$ cat src/logic/rbm_map.vh
// Overview of operation
// - Oscillator mode clears on backup power-on
// - Bit0 selects normal or ultra-low oscillation
// - Only protected-sequence writes change oscillator mode
// - Byte and single-bit read and write access
// - Allow and request set arm pre-backup
// - Ultra-low and request clear exit pre-backup
// - Supply loss while armed enters backup mode
// - Watchdog interrupt while armed exits pre-backup; code exits only while main supply is ok
// - Reset before request set prevents backup mode
// - Supply recovery interrupt releases stop when armed, held
// - Request bit divides RTC clock, stops functions
// - Request without allow stored, not armed
// - Control clears only on backup power-on
`ifndef RBM_MAP_VH
`define RBM_MAP_VH

// ==========================================================
// Register byte addresses
`define RBM_ADDR_CTRL      5'h00
`define RBM_ADDR_OSC       5'h04
`define RBM_ADDR_KEY       5'h08
`define RBM_ADDR_STATUS    5'h0c
`define RBM_ADDR_BITOP     5'h10

// ==========================================================
// Field positions
`define RBM_CTRL_ALLOW     0
`define RBM_CTRL_REQUEST   1
`define RBM_OSC_ULTRA      0
`define RBM_ST_ARMED       0
`define RBM_ST_BACKUP      1
`define RBM_ST_PROT_ERR    2
`define RBM_ST_LVI_PEND    3
`define RBM_BITOP_VALUE    8
`define RBM_BITOP_TARGET   9

// ==========================================================
// Reset values and unlock key
`define RBM_CTRL_RESET     8'h00
`define RBM_OSC_RESET      8'h00
`define RBM_UNLOCK_KEY     8'ha5

`endif

$ cat src/logic/rbm_ctrl.v
`timescale 1ns/1ps
`default_nettype none

// Backup-mode controller with Avalon-MM register access
module rbm_ctrl (
  input  wire        clk,
  input  wire        reset_n,
  input  wire        backup_por_n,
  input  wire [4:0]  address,
  input  wire        read,
  input  wire        write,
  input  wire [31:0] writedata,
  input  wire [3:0]  byteenable,
  output reg  [31:0] readdata,
  output wire        waitrequest,
  input  wire        main_supply_ok,
  input  wire        watchdog_irq,
  input  wire        low_voltage_irq,
  input  wire        stop_active,
  input  wire        irq_accept,
  output wire        ultra_low_osc_select,
  output wire        backup_allow,
  output wire        pre_backup_request,
  output wire        pre_backup_armed,
  output wire        backup_mode,
  output wire        core_power_off,
  output wire        rtc_clock_divided,
  output wire        rtc_irq_enable,
  output wire        rtc_pin_enable,
  output wire        rtc_trim_enable,
  output reg         stop_release,
  output wire        low_voltage_pending
);

`include "rbm_map.vh"

  // ==========================================================
  // Declarations
  reg        ack_reg;
  reg  [7:0] ctrl_reg;
  reg  [7:0] ctrl_next;
  reg  [7:0] osc_reg;
  reg  [7:0] osc_next;
  reg        armed_reg;
  reg        armed_next;
  reg        backup_reg;
  reg        prot_err_reg;
  reg        lvi_pend_reg;
  reg        lvi_prev_reg;
  reg [31:0] rdata_next;

  wire       wr_go;
  wire       lane0;
  wire       hit_ctrl;
  wire       hit_osc;
  wire       hit_key;
  wire       hit_status;
  wire       hit_bitop;
  wire       bitop_ctrl;
  wire       bitop_osc;
  wire       prot_wr;
  wire       grant;
  wire       fail;
  wire [7:0] bit_mask;
  wire [7:0] bit_fill;
  wire       lvi_rise;
  wire       wdt_exit;

  // ==========================================================
  // Bus handshake
  // Every access answers on the second edge: the first edge loads
  // read data, the second sees waitrequest low and completes.
  assign waitrequest = (read | write) & ~ack_reg;
  assign wr_go       = write & ack_reg;

  always @(posedge clk or negedge reset_n) begin
    if (!reset_n) begin
      ack_reg <= 1'b0;
    end else begin
      ack_reg <= (read | write) & ~ack_reg;
    end
  end

  // Address decode; all registers but the bit-operation port live in byte lane 0
  assign lane0      = byteenable[0];
  assign hit_ctrl   = (address == `RBM_ADDR_CTRL);
  assign hit_osc    = (address == `RBM_ADDR_OSC);
  assign hit_key    = (address == `RBM_ADDR_KEY);
  assign hit_status = (address == `RBM_ADDR_STATUS);
  assign hit_bitop  = (address == `RBM_ADDR_BITOP);

  // Single-bit access goes through the bit-operation port
  assign bitop_ctrl = hit_bitop & ~writedata[`RBM_BITOP_TARGET];
  assign bitop_osc  = hit_bitop & writedata[`RBM_BITOP_TARGET];
  assign bit_mask   = writedata[7:0];
  assign bit_fill   = writedata[`RBM_BITOP_VALUE] ? 8'hff : 8'h00;

  // A protected write is any store that would change a backup register
  assign prot_wr = wr_go & ((lane0 & (hit_ctrl | hit_osc)) | hit_bitop);

  // ==========================================================
  // Write unlock gate
  rbm_protect u_protect (
    .clk      (clk),
    .reset_n  (reset_n),
    .key_wr   (wr_go & lane0 & hit_key),
    .key_data (writedata[7:0]),
    .any_wr   (wr_go),
    .prot_wr  (prot_wr),
    .grant    (grant),
    .fail     (fail)
  );

  // ==========================================================
  // Next values of the backup registers
  // Only the defined bits (two in control, one in oscillator) are stored,
  // so the upper bits cannot be set by a careless write and always read back as zero.
  always @* begin
    ctrl_next = ctrl_reg;
    osc_next  = osc_reg;
    if (grant) begin
      if (hit_ctrl) begin
        ctrl_next = writedata[7:0] & 8'h03;
      end else if (hit_osc) begin
        osc_next = writedata[7:0] & 8'h01;
      end else if (bitop_ctrl) begin
        ctrl_next = ((ctrl_reg & ~bit_mask) | (bit_fill & bit_mask)) & 8'h03;
      end else if (bitop_osc) begin
        osc_next = ((osc_reg & ~bit_mask) | (bit_fill & bit_mask)) & 8'h01;
      end
    end
  end

  // ==========================================================
  // Pre-backup state
  // Arming happens only on a granted write that leaves both allow and
  // request set; a stored request written while allow was clear does
  // not arm later by itself, and a reset before that write cannot arm.
  assign wdt_exit = watchdog_irq & main_supply_ok & armed_reg;

  always @* begin
    armed_next = armed_reg;
    if (wdt_exit) begin
      armed_next = 1'b0;
    end else if (~osc_next[`RBM_OSC_ULTRA] & ~ctrl_next[`RBM_CTRL_REQUEST]) begin
      armed_next = 1'b0;
    end else if (grant & (hit_ctrl | bitop_ctrl) &
                 ctrl_next[`RBM_CTRL_ALLOW] & ctrl_next[`RBM_CTRL_REQUEST]) begin
      armed_next = 1'b1;
    end
  end

  // ==========================================================
  // Backup-domain registers
  // Cleared only by the backup supply power-on reset; the system
  // reset does not reach them, so settings survive every other reset.
  always @(posedge clk or negedge backup_por_n) begin
    if (!backup_por_n) begin
      ctrl_reg   <= `RBM_CTRL_RESET;
      osc_reg    <= `RBM_OSC_RESET;
      armed_reg  <= 1'b0;
      backup_reg <= 1'b0;
    end else begin
      ctrl_reg   <= ctrl_next;
      osc_reg    <= osc_next;
      armed_reg  <= armed_next;
      // Supply loss while armed drops into backup mode
      if (armed_reg & ~main_supply_ok) begin
        backup_reg <= 1'b1;
      end else if (main_supply_ok) begin
        backup_reg <= 1'b0;
      end
    end
  end

  // ==========================================================
  // Low-voltage recovery and stop release
  // The recovery interrupt wakes the core from stop while pre-backup is armed
  // and not in backup mode, and is held pending until the core accepts it after leaving the old handler.
  assign lvi_rise = low_voltage_irq & ~lvi_prev_reg;

  always @(posedge clk or negedge reset_n) begin
    if (!reset_n) begin
      lvi_prev_reg <= 1'b0;
      lvi_pend_reg <= 1'b0;
      stop_release <= 1'b0;
    end else begin
      lvi_prev_reg <= low_voltage_irq;
      stop_release <= lvi_rise & stop_active & armed_reg & ~backup_reg;
      // Set wins over acceptance in the same cycle
      if (lvi_rise) begin
        lvi_pend_reg <= 1'b1;
      end else if (irq_accept) begin
        lvi_pend_reg <= 1'b0;
      end
    end
  end

  // ==========================================================
  // Refused protected write flag, write one to clear
  always @(posedge clk or negedge reset_n) begin
    if (!reset_n) begin
      prot_err_reg <= 1'b0;
    end else if (fail) begin
      prot_err_reg <= 1'b1;
    end else if (wr_go & lane0 & hit_status & writedata[`RBM_ST_PROT_ERR]) begin
      prot_err_reg <= 1'b0;
    end
  end

  // ==========================================================
  // Read data
  // Loaded at the first edge and held while the master waits;
  // unmapped addresses read zero and ignore writes.
  always @* begin
    rdata_next = 32'h0000_0000;
    if (hit_ctrl) begin
      rdata_next = {24'h00_0000, ctrl_reg};
    end else if (hit_osc) begin
      rdata_next = {24'h00_0000, osc_reg};
    end else if (hit_status) begin
      rdata_next[`RBM_ST_ARMED]    = armed_reg;
      rdata_next[`RBM_ST_BACKUP]   = backup_reg;
      rdata_next[`RBM_ST_PROT_ERR] = prot_err_reg;
      rdata_next[`RBM_ST_LVI_PEND] = lvi_pend_reg;
    end
  end

  always @(posedge clk or negedge reset_n) begin
    if (!reset_n) begin
      readdata <= 32'h0000_0000;
    end else if (read & ~ack_reg) begin
      readdata <= rdata_next;
    end
  end

  // ==========================================================
  // Outputs toward oscillator, power switch and RTC
  assign ultra_low_osc_select = osc_reg[`RBM_OSC_ULTRA];
  assign backup_allow         = ctrl_reg[`RBM_CTRL_ALLOW];
  assign pre_backup_request   = ctrl_reg[`RBM_CTRL_REQUEST];
  assign pre_backup_armed     = armed_reg;
  assign backup_mode          = backup_reg;
  // Only RTC and subclock stay alive in backup mode
  assign core_power_off       = backup_reg;
  // Request bit alone retunes the RTC, armed or not
  assign rtc_clock_divided    = ctrl_reg[`RBM_CTRL_REQUEST];
  assign rtc_irq_enable       = ~ctrl_reg[`RBM_CTRL_REQUEST];
  assign rtc_pin_enable       = ~ctrl_reg[`RBM_CTRL_REQUEST];
  assign rtc_trim_enable      = ~ctrl_reg[`RBM_CTRL_REQUEST];
  assign low_voltage_pending  = lvi_pend_reg;

endmodule

`default_nettype wire

$ cat src/logic/rbm_protect.v
`timescale 1ns/1ps
`default_nettype none

// Unlock gate: one accepted key write opens exactly the next write
module rbm_protect (
  input  wire       clk,
  input  wire       reset_n,
  input  wire       key_wr,
  input  wire [7:0] key_data,
  input  wire       any_wr,
  input  wire       prot_wr,
  output wire       grant,
  output wire       fail
);

`include "rbm_map.vh"

  reg unlocked_reg;
  reg unlocked_next;

  // ==========================================================
  // Unlock state
  // Any write other than the key closes the gate again, so a stray
  // store between key and target cannot leave the block unlocked.
  always @* begin
    unlocked_next = unlocked_reg;
    if (key_wr) begin
      unlocked_next = (key_data == `RBM_UNLOCK_KEY);
    end else if (any_wr) begin
      unlocked_next = 1'b0;
    end
  end

  always @(posedge clk or negedge reset_n) begin
    if (!reset_n) begin
      unlocked_reg <= 1'b0;
    end else begin
      unlocked_reg <= unlocked_next;
    end
  end

  // Grant and refusal of protected writes
  assign grant = prot_wr & unlocked_reg;
  assign fail  = prot_wr & ~unlocked_reg;

endmodule

`default_nettype wire

$ cat config.mk
export PLATFORM = sky130hd
export DESIGN_NAME = rbm_ctrl
export DESIGN_NICKNAME = d
export VERILOG_FILES = /design/src/logic/rbm_ctrl.v /design/src/logic/rbm_protect.v
export VERILOG_INCLUDE_DIRS = /design/src /design/src/logic
export SDC_FILE = /design/constraint.sdc
export NUM_CORES = 1
export LEC_CHECK = 0
export BUFFER_PORTS_ARGS = -buffer_cell sky130_fd_sc_hd__buf_2
export CORE_ASPECT_RATIO = 1.75
export CORE_MARGIN = 2
export CORE_UTILIZATION = 38
export DETAILED_ROUTE_END_ITERATION = 10
export PLACE_DENSITY = 0.8
export SLEW_MARGIN = 20
export SYNTH_ARGS = -nofsm -noshare
export SYNTH_HDL_FRONTEND = slang
export SYNTH_HIERARCHICAL = 1
export SYNTH_SLANG_ARGS = --single-unit
$ cat constraint.sdc
create_clock -name clk -period 3.35 [get_ports clk]
set_input_delay 0.67 -clock clk [delete_from_list [all_inputs] [get_ports clk]]
set_output_delay 0.67 -clock clk [all_outputs]
set_load 0.05 [all_outputs]
==> flow_metrics.tcl, run 1 <==
set metrics [dict create \
    cts_buffers 3 \
    cp.buffers_inverters 1 \
    finish.net_count 217 \
    tns_ns 0 \
    largest_reg_flops 4 \
    p_clk_frac 0.239 \
    cp.arrival_ns 2.78 \
    die_y_um 75.6 \
    worstSetupStartpointType "input port" \
    rsz0062_at_grt "no" \
    pin_count 96 \
    post_cts_resized 0 \
    swShare 0.449 \
    r2r-start "ack_reg$_DFF_PN0_" \
    path_delay_family "simple AND/OR/NAND/NOR gates" \
    synth_area_um2 1110 \
    hp-class "in2async" \
    fill_cells 305 \
    viasPerCell 4.83 \
    remaining_drc_errors 0 \
    required_ns 3.51 \
    period_needed_ns 2.62 \
    cts_tree "built" \
    routed_wl_um 2090 \
    grt_max_degree 12 \
    drtIter0Drc 16 \
    htreeDepth 1 \
    core_area_um2 2860 \
    synth_cells 128 \
    initial_core_util 0.389 \
    netlist-cell-type-count 36 \
    fin_util 0.431 \
    maxSlewHeadroom 0.646 \
    vias 932 \
    fin_ws_ns 0.732 \
    ys_seq_area_frac 0.337 \
    diodes 0 \
    setup_viol_count_final 0 \
    pwr-share-comb 0.410 \
    die_w_um 44.9 \
    synth-seq-cells 15 \
    clock_skew_ns 0.00182 \
    slowest_stage "or4b_4" \
    grt_pass1_wl_um 3180 \
    finalHoldViolCount 0 \
    holdBufCountCts 0 \
    ys_warn_count 6 \
    grt.total_usage 0.126 \
    holdWs_ns 0.240 \
    cp_max_fo 7 \
    io_buffers 42 \
    startpoint "write" \
    gp_congestion 0.755 \
    tightest_slew_ns 0.517 \
    hpwl_um 1790 \
    intPower_mw 0.319 \
    outcome "complete, no violations" \
    dp_slack_ns 0.482 \
    path_class "in2reg" \
    antenna_found_initial 0 \
    syn2layout_area_growth_pct 10.9 \
    cts.path.max_buffers 2 \
    clk_latency_ns 0.24 \
    gr-total-overflow 0 \
    row_count 26 \
    wire_per_inst_um 10.8 \
    die_area_um2 3390 \
    finalCritPeriodShare 0.782 \
    clkTransAtPathRegs_ns 0.05 \
    crit_chain "buf_2 > and2_1 > o211ai_1 > nor4_1 > and2_1 > or4b_4 > nand2b_4 > or4b_1 > o211ai_1" \
    drt.antenna.violating_nets 0 \
    clock.fmax_mhz 382 \
    peakVddDrop_uv 181 \
    cts-root-buf "clkbuf_8" \
    grt_pass1_vias 797 \
    p_per_area_nw_per_um2 469 \
    post_cts_buffers 0 \
    critical-path-max-stage-delay_ns 0.51 \
    end_kind "flip-flop" \
    drtPass1Iterations 4 \
    timing.final.max_slew_violations 0 \
    numClockSinks 15 \
    maxCapViolCount 0 \
    layout-drive-gt1-share 0.285 \
    sequentialPowerShare 0.352 \
    leakagePower_nw 0.672 \
    power.net_switching_mw 0.260 \
    synth_area_per_cell_um2 8.69 \
]
-- cells by family after synthesis --
kind of cell | Yosys count | synth area share
buffers and inverters | 41 | 0.260
AO/OA/AOI/OAI | 25 | 0.150
multiplexers | 1 | 0.00900
AND/OR/NAND/NOR | 45 | 0.241
other | 1 | 0.00337
flip-flops | 15 | 0.337
-- final cells by class --
cell class / instances / area (um^2) / share of cell area
clock buffer: 4 / 45.0 / 0.0365
inverter: 5 / 18.8 / 0.0152
multi-input combinational: 99 / 549 / 0.445
sequential: 15 / 375 / 0.304
tap: 28 / 35.0 / 0.0284
timing repair buffer: 42 / 210 / 0.170
-- cell usage in the layout, fill, tap and decap left out, types with 2 or more instances in the layout --
| cell type | count |
|---|---|
| o21ai_0 | 2 |
| nor3_1 | 4 |
| nand2_1 | 11 |
| conb_1 | 28 |
| and2_1 | 3 |
| o22a_1 | 2 |
| clkbuf_8 | 3 |
| a21oi_1 | 4 |
| o31ai_1 | 2 |
| nor2b_1 | 4 |
| buf_2 | 42 |
| and4bb_1 | 2 |
| nand2b_1 | 5 |
| o211ai_1 | 2 |
| inv_1 | 5 |
| dfrtp_1 | 15 |
| nand3_1 | 2 |
| o21ai_1 | 6 |
| nor2_1 | 6 |
-- power groups by stage --
stage	registers, mW	clock network [mW]	logic, mW
2_1_floorplan	0.224	0	0.212
3_3_place_gp	0.207	0	0.236
3_5_place_dp	0.207	0	0.238
4_1_cts	0.204	0.141	0.238
5_1_grt	0.205	0.150	0.251
6_report	0.203	0.138	0.237
-- routing by layer --
| layer | GRT usage | part of all wire |
|---|---|---|
| met1 | 0.120 | 0.35 |
| met2 | 0.238 | 0.54 |
| met3 | 0.0261 | 0.091 |
| met4 | 0.0752 | 0.022 |
| met5 | 0 | 0 |
-- synth_stat cells (all sizes together) --
| cell | count | area, um^2 |
|---|---|---|
| a2111oi | 1 | 8.76 |
| a211oi | 1 | 7.51 |
| a21boi | 1 | 7.51 |
| a21oi | 4 | 20.0 |
| a31o | 1 | 8.76 |
| and2 | 3 | 18.8 |
| and3 | 1 | 6.26 |
| and4bb | 2 | 25.0 |
| buf | 34 | 263 |
| clkbuf | 2 | 7.51 |
| conb | 1 | 3.75 |
| dfrtp | 15 | 375 |
| inv | 5 | 18.8 |
| mux2i | 1 | 10.0 |
| nand2 | 11 | 41.3 |
| nand2b | 6 | 45.0 |
| nand3 | 2 | 10.0 |
| nand4b | 1 | 8.76 |
| nor2 | 6 | 22.5 |
| nor2b | 4 | 25.0 |
| nor3 | 4 | 20.0 |
| nor3b | 1 | 7.51 |
| nor4 | 1 | 6.26 |
| o211a | 1 | 10.0 |
| o211ai | 2 | 15.0 |
| o21a | 1 | 7.51 |
| o21ai | 8 | 40.0 |
| o221ai | 1 | 8.76 |
| o22a | 2 | 17.5 |
| o31ai | 2 | 15.0 |
| or4 | 1 | 7.51 |
| or4b | 2 | 23.8 |
-- worst reg2reg max path: stages, from the launching register on --
cell and delay, ns:
dfrtp_1 0.37, and2_1 0.20, o211ai_1 0.11, nor4_1 0.22
and2_1 0.17, or4b_4 0.51, nand2b_4 0.17, or4b_1 0.50
o211ai_1 0.16
-- worst paths after layout --
path	end	slack, ns	cells past startpoint
worst max-delay path	pre_backup_armed$_DFFE_PN0P_	0.73	9
worst min-delay path	backup_mode$_DFFE_PN0P_	0.24	1
worst max register to register	pre_backup_armed$_DFFE_PN0P_	0.87	8
worst min register to register	ack_reg$_DFF_PN0_	0.47	1
max in group asynchronous	ack_reg$_DFF_PN0_	2.89	1
min in group clk	ack_reg$_DFF_PN0_	0.47	1
-- per-stage QoR --
step	power [mW]	instance area (um^2)	cells
floorplan	0.436	1210	155
global placement	0.443	1190	189
detailed placement	0.445	1190	189
CTS	0.583	1230	193
global route	0.606	1230	193
finish	0.579	1230	193
No activity file was read; power rests on OpenSTA's default activity.
==> run 2, diff against run 1 <==
--- a/config.mk
+++ b/config.mk
@@ -9,9 +9,9 @@
 export BUFFER_PORTS_ARGS = -buffer_cell sky130_fd_sc_hd__buf_2
 export CORE_ASPECT_RATIO = 1.75
 export CORE_MARGIN = 2
-export CORE_UTILIZATION = 38
+export CORE_UTILIZATION = 34
 export DETAILED_ROUTE_END_ITERATION = 10
-export PLACE_DENSITY = 0.8
+export PLACE_DENSITY = 0.76
 export SLEW_MARGIN = 20
 export SYNTH_ARGS = -nofsm -noshare
 export SYNTH_HDL_FRONTEND = slang
==> constraint.sdc (replaced) <==
create_clock -name clk -period 2.4 [get_ports clk]
set_input_delay 0.48 -clock clk [delete_from_list [all_inputs] [get_ports clk]]
set_output_delay 0.48 -clock clk [all_outputs]
set_load 0.05 [all_outputs]
==> run 2 against run 1 <==
Against the previous run: via count up 4.9%; flip-flop and latch count is the same; critical endpoint unchanged; die area grew 11%; critical path type is now reg2reg; non-clock buffer count grew 8; hold slack worse by 0.22 ns; total power up 44%; design area grew 7.9%; clock power grew 51%; combinational power is 45% higher.
==> flow_metrics.tcl, run 2 (synthesized netlist as in run 1, its figures left out) <==
set metrics [dict create \
    fin_area_um2 1330 \
    syn2layout_area_growth_pct 19.7 \
    topRoutingLayerUsed "met4" \
    setup_viol_count_final 0 \
    timing.final.max_slew_violations 0 \
    layout_common_cells "42 x buf_2, 28 x conb_1, 15 x dfrtp_1, 10 x nand2_1, 8 x buf_4" \
    cts.path.max_buffers 2 \
    antenna_found_initial 0 \
    gp_congestion 0.869 \
    period_needed_ns 2.31 \
    clk_latency_ns 0.25 \
    clkTransAtPathRegs_ns 0.06 \
    initial_core_util 0.354 \
    power_mw 0.834 \
    cts_tree "built" \
    end_kind "flip-flop" \
    maxCapViolCount 0 \
    fill_cells 346 \
    hpwl_um 1960 \
    peakVddDrop_uv 319 \
    gr-total-overflow 0 \
    numClockSinks 15 \
    drtIter0Drc 7 \
    dp_slack_ns -0.328 \
    wl_met2_um 1280 \
    drt.antenna.violating_nets 0 \
    fin_ws_ns 0.0928 \
    wl_met1_um 730 \
    htreeDepth 1 \
    remaining_drc_errors 0 \
    place_area_um2 1260 \
    io_buffers 42 \
    holdWs_ns 0.0239 \
    pin_count 96 \
    wire_per_inst_um 10.5 \
    grt_pass1_wl_um 3350 \
    hp-class "in2async" \
    drtPass1Iterations 5 \
    cts-root-buf "clkbuf_8" \
    finalHoldViolCount 0 \
    routed_wl_um 2270 \
    clock.fmax_mhz 433 \
    p_per_area_nw_per_um2 627 \
    cp_max_fo 4 \
    clock_skew_ns 0.00482 \
    grt_pass1_vias 810 \
    diodes 0 \
    viasPerCell 4.53 \
    row_count 27 \
    final_common_cell "buf_2" \
    outcome "complete, no violations" \
    die_area_um2 3760 \
    die_y_um 79.7 \
    grt_max_degree 11 \
    largest_reg_flops 4 \
    required_ns 2.57 \
    grt.total_usage 0.121 \
    finish.net_count 225 \
    leakagePower_nw 0.713 \
    finalCritPeriodShare 0.961 \
    cp.arrival_ns 2.48 \
    core_area_um2 3140 \
    die_w_um 47.2 \
    vias 978 \
    path_class "reg2reg" \
    layout-drive-gt1-share 0.347 \
    holdBufCountCts 0 \
    met3_wirelength_um 161 \
    worstSetupStartpointType "flip-flop" \
    cts_buffers 3 \
    rsz0062_at_grt "yes" \
]
run 2: what timing repair did:
action | CTS | global route
setup buffers | 0 | 1
pin swaps | 3 | 5
resized for setup | 1 | 2
setup endpoints to repair | 1 | 2
run 2: area by class of cell:
| cell class | instances | area (um^2) | area share |
|---|---|---|---|
| Clock buffer | 3 | 41.3 | 0.0310 |
| Sequential cell | 15 | 375 | 0.282 |
| Tap cell | 43 | 53.8 | 0.0404 |
| Multi-Input combinational cell | 99 | 564 | 0.424 |
| Clock inverter | 1 | 7.51 | 0.00564 |
| Inverter | 5 | 18.8 | 0.0141 |
| Timing Repair Buffer | 50 | 270 | 0.203 |
run 2: report_power, final:
part | internal [mW] | total [mW] | switching, mW
Combinational | 0.0671 | 0.343 | 0.276
Sequential | 0.269 | 0.284 | 0.0148
Clock | 0.117 | 0.208 | 0.0908
Total | 0.453 | 0.834 | 0.382
run 2: stage by stage:
stage | util | cells | TNS [ns]
floorplan | - | 155 | -0.122
global placement | 0.402 | 211 | -0.517
detailed placement | 0.402 | 211 | -0.524
CTS | 0.418 | 215 | -0.0533
global route | 0.424 | 216 | -0.0424
finish | 0.424 | 216 | 0
run 2: final timing paths:
kind	startpoint	end	slack, ns	cells past startpoint
worst max-delay path	ack_reg$_DFF_PN0_	pre_backup_armed$_DFFE_PN0P_	0.09	8
worst min-delay path	backup_por_n	backup_mode$_DFFE_PN0P_	0.02	1
worst max register to register	ack_reg$_DFF_PN0_	pre_backup_armed$_DFFE_PN0P_	0.09	8
worst min register to register	readdata[2]$_DFFE_PN0P_	readdata[2]$_DFFE_PN0P_	0.48	2
max in group asynchronous	reset_n	ack_reg$_DFF_PN0_	2.14	1
min in group clk	low_voltage_irq	lvi_prev_reg$_DFF_PN0_	0.34	1
run 2: routing by layer:
layer	vias up	global-route usage
met5	-	0
met4	0	0.0694
met3	9	0.00679
met2	48	0.223
met1	451	0.120
li1	470	-
run 2: critical path, cell delays in order (launching register included):
cell and delay, ns:
dfrtp_1 0.34, and2_4 0.16, o211ai_1 0.10, nor4_2 0.16, and2_1 0.15, or4b_4 0.49
nand2b_4 0.17, or4b_4 0.48, o211ai_1 0.18
